File: src/logic/psr_pkg.sv
package psr_pkg;
    // register indices (byte addresses are word aligned: every offset is a multiple of 4)
    localparam logic [7:0] PSR_IDX_COMP_MULT = 8'h0F;
    localparam logic [7:0] PSR_IDX_MOVE_COMP = 8'h10;
    localparam logic [7:0] PSR_IDX_SYS_FLAGS = 8'h11;
    localparam logic [7:0] PSR_IDX_USER_INTERFACE_FLAGS = 8'h12;
    localparam int PSR_ADDR_W = 10;
    // byte address is four times the register index
    localparam logic [9:0] PSR_ADDR_COMP_MULT = {PSR_IDX_COMP_MULT, 2'b00};
    localparam logic [9:0] PSR_ADDR_MOVE_COMP = {PSR_IDX_MOVE_COMP, 2'b00};
    localparam logic [9:0] PSR_ADDR_SYS_FLAGS = {PSR_IDX_SYS_FLAGS, 2'b00};
    localparam logic [9:0] PSR_ADDR_USER_INTERFACE_FLAGS = {PSR_IDX_USER_INTERFACE_FLAGS, 2'b00};
    // system flag bit positions
    localparam int PSR_SYS_BUS_MODE = 7;
    localparam int PSR_SYS_TRACKING = 6;
    localparam int PSR_SYS_MOVE_ON = 5;
    localparam int PSR_SYS_NO_SYNC = 3;
    localparam int PSR_SYS_BASE_HALT = 2;
    localparam int PSR_SYS_RECAL = 1;
    localparam int PSR_SYS_RAPID = 0;
    // user interface flag bit positions
    localparam int PSR_UI_AUTO_RECAL_OFF = 4;
    localparam int PSR_UI_SENSE_OFF = 3;
    // reset values
    localparam logic [7:0] PSR_RST_MOVE_COMP = 8'h00;
    localparam logic [3:0] PSR_RST_COMP_MULT = 4'h0;
    localparam logic [7:0] PSR_RST_FLAGS = 8'h00;
    // a held engine reports no sync and no auto recalibration, so those bits start set
    localparam logic [7:0] PSR_RST_SYS_FLAGS = 8'h08;
    localparam logic [7:0] PSR_RST_USER_INTERFACE_FLAGS = 8'h10;
    localparam logic [31:0] PSR_UNMAPPED_DATA = 32'h0000_0000;
    // status inputs from the sensing engine
    typedef struct packed {
        logic bus_mode;
        logic tracking;
        logic movement_channel_on;
        logic sync_seen;
        logic shift_detected;
        logic halt_expired;
        logic recalibration_busy;
        logic rapid_debounce_active;
        logic sensing_disabled;
        logic auto_recalibration;
    } psr_status_t;
endpackage : psr_pkg

File: src/logic/psr_regs.sv
`timescale 1ns/1ps
// Notes on behaviour
// system flags bit 7 set while serial bus mode active, else clear.
// system flags bit 6 set while advanced temperature tracking runs.
// system flags bit 5 set while movement channel is activated.
// bit 3 set when no sync input active; bit 4 reserved.
// bit 2 set on proximity shift; auto clears after filter-halt time.
// bit 1 set while either channel is recalibrating.
// rapid-debounce flag set during fast debounce, cleared afterwards.
// movement compensation multiplier field holds values zero to fifteen.
// User_interface_flags bit 3 sensing disabled; bit 4 auto recalibration off.
// flag bytes are read-only; host writes do not change them.
module psr_regs
    import psr_pkg::*;
(
    // clock and reset
    input wire logic clk_in,
    input wire logic rst_n_in,
    // avalon-mm slave
    input wire logic [PSR_ADDR_W-1:0] avs_address_in,
    input wire logic avs_read_in,
    input wire logic avs_write_in,
    input wire logic [31:0] avs_writedata_in,
    input wire logic [3:0] avs_byteenable_in,
    output logic [31:0] avs_readdata_out,
    output logic avs_waitrequest_out,
    // engine status, asynchronous to this clock
    input wire psr_status_t status_in,
    // compensation to the engine
    output logic [7:0] movement_comp_out,
    output logic [3:0] comp_mult_out
);
    psr_status_t status_meta_r;
    psr_status_t status_sync_r;
    logic [7:0] sys_flags_r;
    logic [7:0] user_interface_flags_r;
    logic [7:0] move_comp_r;
    logic [3:0] comp_mult_r;
    logic busy_r;
    logic [31:0] rdata_nxt;

    // two-stage synchroniser; engine runs on its own timebase
    always_ff @(posedge clk_in or negedge rst_n_in) begin
        if (!rst_n_in) begin
            status_meta_r <= '0;
            status_sync_r <= '0;
        end else begin
            status_meta_r <= status_in;
            status_sync_r <= status_meta_r;
        end
    end

    // system flags follow the engine; no bus path reaches them
    always_ff @(posedge clk_in or negedge rst_n_in) begin
        if (!rst_n_in) begin
            // matches the all-zero synchroniser, so no false flag edge after reset
            sys_flags_r <= PSR_RST_SYS_FLAGS;
        end else begin
            sys_flags_r[PSR_SYS_BUS_MODE] <= status_sync_r.bus_mode; // see R01
            sys_flags_r[PSR_SYS_TRACKING] <= status_sync_r.tracking;
            sys_flags_r[PSR_SYS_MOVE_ON] <= status_sync_r.movement_channel_on;
            sys_flags_r[4] <= 1'b0; // reserved
            sys_flags_r[PSR_SYS_NO_SYNC] <= !status_sync_r.sync_seen;
            sys_flags_r[PSR_SYS_RECAL] <= status_sync_r.recalibration_busy;
            sys_flags_r[PSR_SYS_RAPID] <= status_sync_r.rapid_debounce_active;
            // halt is sticky until engine reports timeout; a new shift wins
            if (status_sync_r.shift_detected) begin
                sys_flags_r[PSR_SYS_BASE_HALT] <= 1'b1;
            end else if (status_sync_r.halt_expired) begin
                sys_flags_r[PSR_SYS_BASE_HALT] <= 1'b0;
            end
        end
    end

    // user interface flags
    always_ff @(posedge clk_in or negedge rst_n_in) begin
        if (!rst_n_in) begin
            // auto recalibration reads off while the synchroniser holds zero
            user_interface_flags_r <= PSR_RST_USER_INTERFACE_FLAGS;
        end else begin
            user_interface_flags_r <= PSR_RST_FLAGS;
            user_interface_flags_r[PSR_UI_SENSE_OFF] <= status_sync_r.sensing_disabled;
            user_interface_flags_r[PSR_UI_AUTO_RECAL_OFF] <= !status_sync_r.auto_recalibration;
        end
    end

    // writable compensation registers, low byte lane only
    always_ff @(posedge clk_in or negedge rst_n_in) begin
        if (!rst_n_in) begin
            move_comp_r <= PSR_RST_MOVE_COMP;
            comp_mult_r <= PSR_RST_COMP_MULT;
        end else if (avs_write_in && !busy_r && avs_byteenable_in[0]) begin
            if (avs_address_in == PSR_ADDR_MOVE_COMP) begin
                move_comp_r <= avs_writedata_in[7:0];
            end
            if (avs_address_in == PSR_ADDR_COMP_MULT) begin
                comp_mult_r <= avs_writedata_in[3:0]; // 4 bits hold 0..15
            end
        end
    end

    // read mux; unmapped reads return zero
    always_comb begin
        rdata_nxt = PSR_UNMAPPED_DATA;
        case (avs_address_in)
            PSR_ADDR_COMP_MULT: rdata_nxt = {28'h000_0000, comp_mult_r};
            PSR_ADDR_MOVE_COMP: rdata_nxt = {24'h00_0000, move_comp_r};
            PSR_ADDR_SYS_FLAGS: rdata_nxt = {24'h00_0000, sys_flags_r};
            PSR_ADDR_USER_INTERFACE_FLAGS: rdata_nxt = {24'h00_0000, user_interface_flags_r};
            default: rdata_nxt = PSR_UNMAPPED_DATA;
        endcase
    end

    // one wait cycle per access so readdata comes from a flop
    always_ff @(posedge clk_in or negedge rst_n_in) begin
        if (!rst_n_in) begin
            busy_r <= 1'b0;
            avs_readdata_out <= 32'h0000_0000;
        end else begin
            busy_r <= (avs_read_in || avs_write_in) && !busy_r;
            if (avs_read_in && !busy_r) begin
                avs_readdata_out <= rdata_nxt;
            end
        end
    end

    // waitrequest high at idle and first access cycle, low on the second
    always_ff @(posedge clk_in or negedge rst_n_in) begin
        if (!rst_n_in) begin
            avs_waitrequest_out <= 1'b1;
        end else begin
            avs_waitrequest_out <= !((avs_read_in || avs_write_in) && !busy_r);
        end
    end

    // compensation outputs
    always_ff @(posedge clk_in or negedge rst_n_in) begin
        if (!rst_n_in) begin
            movement_comp_out <= PSR_RST_MOVE_COMP;
            comp_mult_out <= PSR_RST_COMP_MULT;
        end else begin
            movement_comp_out <= move_comp_r;
            comp_mult_out <= comp_mult_r;
        end
    end

    a_bus_mode_flag: assert property (@(posedge clk_in) disable iff (!rst_n_in)
        sys_flags_r[PSR_SYS_BUS_MODE] == $past(status_sync_r.bus_mode))
        else $error("bus mode flag does not follow input");
    a_tracking_flag: assert property (@(posedge clk_in) disable iff (!rst_n_in)
        $rose(status_sync_r.tracking) |=> sys_flags_r[PSR_SYS_TRACKING])
        else $error("tracking flag late");
    a_move_on_flag: assert property (@(posedge clk_in) disable iff (!rst_n_in)
        status_sync_r.movement_channel_on |=> sys_flags_r[PSR_SYS_MOVE_ON])
        else $error("movement flag missing");
    a_no_sync_flag: assert property (@(posedge clk_in) disable iff (!rst_n_in)
        sys_flags_r[PSR_SYS_NO_SYNC] != $past(status_sync_r.sync_seen) && !sys_flags_r[4])
        else $error("no sync flag wrong");
    a_halt_set_flag: assert property (@(posedge clk_in) disable iff (!rst_n_in)
        status_sync_r.shift_detected |=> sys_flags_r[PSR_SYS_BASE_HALT])
        else $error("halt flag not set");
    a_halt_hold_flag: assert property (@(posedge clk_in) disable iff (!rst_n_in)
        !status_sync_r.shift_detected && !status_sync_r.halt_expired
        |=> $stable(sys_flags_r[PSR_SYS_BASE_HALT]))
        else $error("halt flag changed without cause");
    a_recal_flag: assert property (@(posedge clk_in) disable iff (!rst_n_in)
        status_sync_r.recalibration_busy |=> sys_flags_r[PSR_SYS_RECAL])
        else $error("recalibration flag missing");
    a_rapid_flag: assert property (@(posedge clk_in) disable iff (!rst_n_in)
        !status_sync_r.rapid_debounce_active |=> !sys_flags_r[PSR_SYS_RAPID])
        else $error("rapid debounce flag stuck");
    a_user_interface_flags_map: assert property (@(posedge clk_in) disable iff (!rst_n_in)
        status_sync_r.sensing_disabled && !status_sync_r.auto_recalibration
        |=> user_interface_flags_r[PSR_UI_SENSE_OFF] && user_interface_flags_r[PSR_UI_AUTO_RECAL_OFF])
        else $error("user_interface_flags wrong");
    a_mult_write: assert property (@(posedge clk_in) disable iff (!rst_n_in)
        avs_write_in && !busy_r && avs_byteenable_in[0] && avs_address_in == PSR_ADDR_COMP_MULT
        |=> comp_mult_r == $past(avs_writedata_in[3:0]) ##1 comp_mult_out == $past(comp_mult_r))
        else $error("multiplier write lost");
    a_flags_readonly: assert property (@(posedge clk_in) disable iff (!rst_n_in)
        avs_write_in && avs_address_in == PSR_ADDR_USER_INTERFACE_FLAGS
        |=> user_interface_flags_r[7:5] == 3'b000 && user_interface_flags_r[2:0] == 3'b000)
        else $error("flag byte changed by write");

    // flags must drop when their cause goes away; rapid flag rise, user bits and write immunity are also checked here
    a_tracking_clear: assert property (@(posedge clk_in) disable iff (!rst_n_in)
        !status_sync_r.tracking |=> !sys_flags_r[PSR_SYS_TRACKING])
        else $error("tracking flag stuck");
    a_move_off_flag: assert property (@(posedge clk_in) disable iff (!rst_n_in)
        !status_sync_r.movement_channel_on |=> !sys_flags_r[PSR_SYS_MOVE_ON])
        else $error("movement flag stuck");
    a_halt_clear: assert property (@(posedge clk_in) disable iff (!rst_n_in)
        !status_sync_r.shift_detected && status_sync_r.halt_expired
        |=> !sys_flags_r[PSR_SYS_BASE_HALT])
        else $error("halt flag not cleared");
    a_recal_clear: assert property (@(posedge clk_in) disable iff (!rst_n_in)
        !status_sync_r.recalibration_busy |=> !sys_flags_r[PSR_SYS_RECAL])
        else $error("recalibration flag stuck");
    a_rapid_set: assert property (@(posedge clk_in) disable iff (!rst_n_in)
        status_sync_r.rapid_debounce_active |=> sys_flags_r[PSR_SYS_RAPID])
        else $error("rapid debounce flag missing");
    a_ui_sense_flag: assert property (@(posedge clk_in) disable iff (!rst_n_in)
        user_interface_flags_r[PSR_UI_SENSE_OFF] == $past(status_sync_r.sensing_disabled))
        else $error("sensing disabled flag wrong");
    a_ui_recal_flag: assert property (@(posedge clk_in) disable iff (!rst_n_in)
        user_interface_flags_r[PSR_UI_AUTO_RECAL_OFF] != $past(status_sync_r.auto_recalibration))
        else $error("auto recalibration flag wrong");
    a_sys_readonly: assert property (@(posedge clk_in) disable iff (!rst_n_in)
        avs_write_in && avs_address_in == PSR_ADDR_SYS_FLAGS
        |=> sys_flags_r[PSR_SYS_MOVE_ON] == $past(status_sync_r.movement_channel_on)
        && !sys_flags_r[4])
        else $error("system flag byte changed by write");

    // bus timing: exactly one wait state, data registered at the taking edge
    a_wait_one: assert property (@(posedge clk_in) disable iff (!rst_n_in)
        !avs_waitrequest_out |=> avs_waitrequest_out)
        else $error("waitrequest low for more than one cycle");
    a_read_data: assert property (@(posedge clk_in) disable iff (!rst_n_in)
        avs_read_in && !busy_r
        |=> avs_readdata_out == $past(rdata_nxt) && !avs_waitrequest_out)
        else $error("read data not presented with waitrequest low");
    a_move_write: assert property (@(posedge clk_in) disable iff (!rst_n_in)
        avs_write_in && !busy_r && avs_byteenable_in[0] && avs_address_in == PSR_ADDR_MOVE_COMP
        |=> move_comp_r == $past(avs_writedata_in[7:0]))
        else $error("compensation write lost");
endmodule : psr_regs

File: config.mk
export PLATFORM = sky130hd
export DESIGN_NAME = psr_regs
export DESIGN_NICKNAME = d
export VERILOG_FILES = /design/src/logic/psr_pkg.sv /design/src/logic/psr_regs.sv
export SDC_FILE = /design/constraint.sdc
export NUM_CORES = 1
export LEC_CHECK = 0
export CAP_MARGIN = 20
export CORE_ASPECT_RATIO = 1.25
export CORE_MARGIN = 8
export CORE_UTILIZATION = 35
export CTS_BUF_LIST = sky130_fd_sc_hd__clkbuf_4 sky130_fd_sc_hd__clkbuf_8 sky130_fd_sc_hd__clkbuf_16
export CTS_CLUSTER_DIAMETER = 60
export DETAILED_ROUTE_END_ITERATION = 12
export DONT_BUFFER_PORTS = 1
export GPL_TIMING_DRIVEN = 0
export MAX_ROUTING_LAYER = met4
export PLACE_DENSITY_LB_ADDON = 0.1
export SLEW_MARGIN = 20
export SYNTH_ARGS = -nofsm -noshare
export SYNTH_HDL_FRONTEND = slang
export SYNTH_SLANG_ARGS = --single-unit
File: constraint.sdc
create_clock -name clk_in -period 1.9 [get_ports clk_in]
set_input_delay 0.095 -clock clk_in [delete_from_list [all_inputs] [get_ports clk_in]]
set_output_delay 0.095 -clock clk_in [all_outputs]
set_load 0.02 [all_outputs]
=== Yosys cells after proc, flatten, opt, wreduce, memory -nomap -nowiden ===
Cells that the tools add are included.

* Reductions and logical operators: 12
* Equal/unequal tests: 4
* Mux-type cells: 3

{| class="wikitable"
|+ Operators with widths
! operator !! number
|-
| $pmux 8 s4 || 1
|-
| $eq 10x7->1 const B || 3
|-
| $eq 10x6->1 const B || 1
|-
| $logic_and 1x1->1 || 4
|-
| $logic_not 1->1 || 4
|-
| $reduce_and 2->1 || 2
|-
| $mux 1 || 2
|-
| $reduce_bool 2->1 || 1
|-
| $logic_or 1x1->1 || 1
|}

* Input bits: 60
* Register bits: 87
* Logic and storage cells: 49

=== Longest topological paths before layout ===
* Word-level depth: 4
* Depth in mapped cells: 5
* Gate-level depth less buffers: 4

=== Worst setup path before layout ===
Ideal clock, no wire load.

* Kind: input-to-reg
* From: input avs_address_in[4]
* To: register move_comp_r[0]
* Library setup time: 0.125 ns
* Arrival: 1.886 ns
* Setup slack: -0.111 ns
* Stages: 5
* Cells stage by stage: or4b_4 -> or3_4 -> or4_4 -> buf_6 -> mux2_4

* Cells in the longest elaborated chain, start to end: 2

{| class="wikitable"
|+ Ends and longest elaborated chain
! item !! line !! RTL
|-
| start, declared || psr_regs.sv:20 || <nowiki>input wire logic [PSR_ADDR_W-1:0] avs_address_in,</nowiki>
|-
| $eq 10x7->1 || psr_regs.sv:93 || <nowiki>if (avs_address_in == PSR_ADDR_MOVE_COMP) begin</nowiki>
|-
| $reduce_and 2->1 (no source line) || -- ||
|-
| end signal, assigned || psr_regs.sv:94 || <nowiki>move_comp_r <= avs_writedata_in[7:0];</nowiki>
|-
| end, declared || psr_regs.sv:37 || <nowiki>logic [7:0] move_comp_r;</nowiki>
|}

No other way between the ends.
A chain may end at the register's enable or synchronous reset.

=== Worst setup path after layout ===
* From: input avs_address_in[4]
* To: register move_comp_r[1]

The elaborated chain is that of the path after synthesis.

==> metrics <==
outcome=complete, no violations; Post-synth EDFFs=0; Final Hold Vio Count=0; clk slew on worst S/H paths=about 70 ps; vias in the first global route=between 1,000 and 1,500; Area growth syn-to-layout=28.7%; asr flop ratio synth=100%; CTS sink count=63; WS Path Type=input pin to flop; Finished Cell Area=just under 3000 µm²; fin util=45.8%; clock skew=between 10 and 15 ps; Max Used Layer=met4; die height=~110 µm; LEAKAGE=between 0.001 and 0.0015 µW; area leader, netlist=dfrtp_1; GRT Overall Usage=a little over a tenth; clock latency at the later pin of the worst-skew pair=about 330 ps; global-route wire length before repair=about 7300 µm; Hold Startpoint=avs_address_in[4]; sequential fraction of the synthesis area=around 70%; Core Area=approximately 6500 µm²; FMAX=566 MHz; Starting Density=around 36%; drt total wl=approximately 4700 µm; post-DR vias/cell=about 4.2; met3 wire length=roughly 540 µm; Worst R2R Start=busy_r$_DFF_PN0_; Worst Hold Path Cells=2; top post-synthesis cells by area=dfrtp_1 (65%), buf_4 (7.8%), mux2_4 (5.2%); Post-DRT Antenna Nets=0; Top FF cell, synth=dfrtp_1; port bufs=0; crit path time final=approximately 1800 ps; max-cap violations=0; share of layout cells above drive strength 1=about 30%; CP startpoint=avs_address_in[4]; number of synthesis warnings=0; largest net degree at the start of global routing=64; post-synthesis cell area=~2300 µm²; RSZ-0062 raised after global routing=no; routed wl met2=2280 µm; Placement Cell Area=2500 µm²; CP endpoint kind=flop; Max clock buf depth=2; required time worst endpoint=around 2100 ps; CTS tree=done; FF+latch count, synth=63; Chip Width=88.6 µm; Pwr Density=about 950 nW/µm²; synthesized instance count=between 150 and 200; Avg Synthesized Cell Area=15.2 µm²; Congestion Overflow GR=0; hold crit path type=input pin to flop; Slew Viols, Final=0; most frequent cell after synthesis=dfrtp_1; I/O pin total=around 110; M1 wire length=~1800 µm; initial antenna violation count=0; most common library cells after synthesis=dfrtp_1 (60), buf_4 (24), mux2_4 (8), mux2i_1 (7), nand2_1 (6); clock root cell=clkbuf_8; # H-tree levels=3; top cell type's share of synthesized area=65.1%; crit path launch type=input pin; setup slack after layout=132 ps; Tcrit/Tclk final=93.1%; TritonRoute pass-1 iters=4; dpl hpwl=between 3000 and 4000 µm; nets@finish=~270; RePlAce Congestion=0.725; ANT cells=0; drt wl/cell=about 16 µm; total number of vias=around 1,300; total CTS buffers=9; Remaining DRCs=0; top fanout value on the critical path=8; Die Area=9460 µm²; Rows=33; Post-Place Worst Slack=-555 ps; Setup violations, final=0; Arr. time, crit path=around 2000 ps; R2R depth=3; hold slack=slightly above 70 ps; Iter 0 DRT Violations=35; VDD IR max=roughly 0.00048 V; distinct cell type count after synthesis=30; fill cell total of the finished layout=~600
[sequential cells by signal (all words and copies together), names as in the netlist]
register / count
comp_mult_r: 4
busy_r: 1
user_interface_flags_r: 2
avs_waitrequest_out: 1
movement_comp_out: 8
comp_mult_out: 4
status_meta_r: 10
status_sync_r: 10
sys_flags_r: 7
move_comp_r: 8
avs_readdata_out: 8
[cell usage in the layout, fill, tap and decap left out, types with 2 or more instances in the layout]
cell type / count
a22o_1: 4
and3_1: 2
buf_4: 24
clkbuf_8: 12
clkinv_2: 2
conb_1: 24
dfrtp_1: 60
dfstp_2: 3
dlygate4sd3_1: 22
inv_1: 4
mux2_2: 5
mux2_4: 8
mux2i_1: 7
nand2_1: 6
nor2_1: 3
o2bb2ai_1: 3
o31ai_1: 3
or4_4: 2
[report_power, final]
part	total, µW	switching (µW)	internal, µW	leakage, µW
logic	198	108	89.5	0.000580
registers	1400	17.8	1380	0.000804
clock network	1210	485	724	0.000113
[stage by stage]
stage                     std cells  TNS [ps]  total power (µW)
after floorplan                 175      -889              1540
after global placement          262     -4320              1550
after detailed placement        262     -4520              1550
after CTS                       301         0              2860
after global routing            301         0              2930
final                           301         0              2810
[kinds of logic after synthesis]
group           share of synthesized area, %
other cells                            0.163
buf+inv                                 9.28
simple gates                            6.24
compound gates                          5.10
flops                                   68.5
mux                                     10.7
[path summary, 6_finish.rpt]
check                                                      end  slack, ps
hold / removal                 avs_readdata_out[4]$_DFFE_PN0P_         70
max in group asynchronous        avs_waitrequest_out$_DFF_PN1_       1300
setup / recovery                    move_comp_r[1]$_DFFE_PN0P_        130
hold reg to reg            user_interface_flags_r[3]$_DFF_PN0_        340
min in group asynchronous           comp_mult_out[3]$_DFF_PN0_        280
setup reg to reg                    move_comp_r[1]$_DFFE_PN0P_        390
[per-layer routing]
| layer | vias to the layer above | track usage, % |
|---|---|---|
| met3 | 11 | 5.36 |
| met4 | 0 | 7.15 |
| li1 | 588 | - |
| met2 | 50 | 16.1 |
| met1 | 613 | 11.5 |
| met5 | - | - |
[critical path: stages]
cell	delay (ps)
or4b_4	560
or3_4	420
or4_4	420
buf_6	180
mux2_4	300
[timing repair]
item	4_1_cts	5_1_grt
gates resized for setup	1	2
setup endpoints to repair	4	4
hold endpoints to repair	90	0
hold buffers	23	0
buffers inserted	0	0
[area by class of cell]
class                   instances  area (µm²)  area share (%)
flip-flops and latches         63        1580            53.2
multi-input cells              81         603            20.3
repair buffers                 23         248            8.35
plain buffers                  27         200            6.75
clock buffers                  13         173            5.82
well taps                      87         109            3.67
clock inverters                 3        40.0            1.35
inverters                       4        15.0           0.506
(Power assumes the default switching activity.)
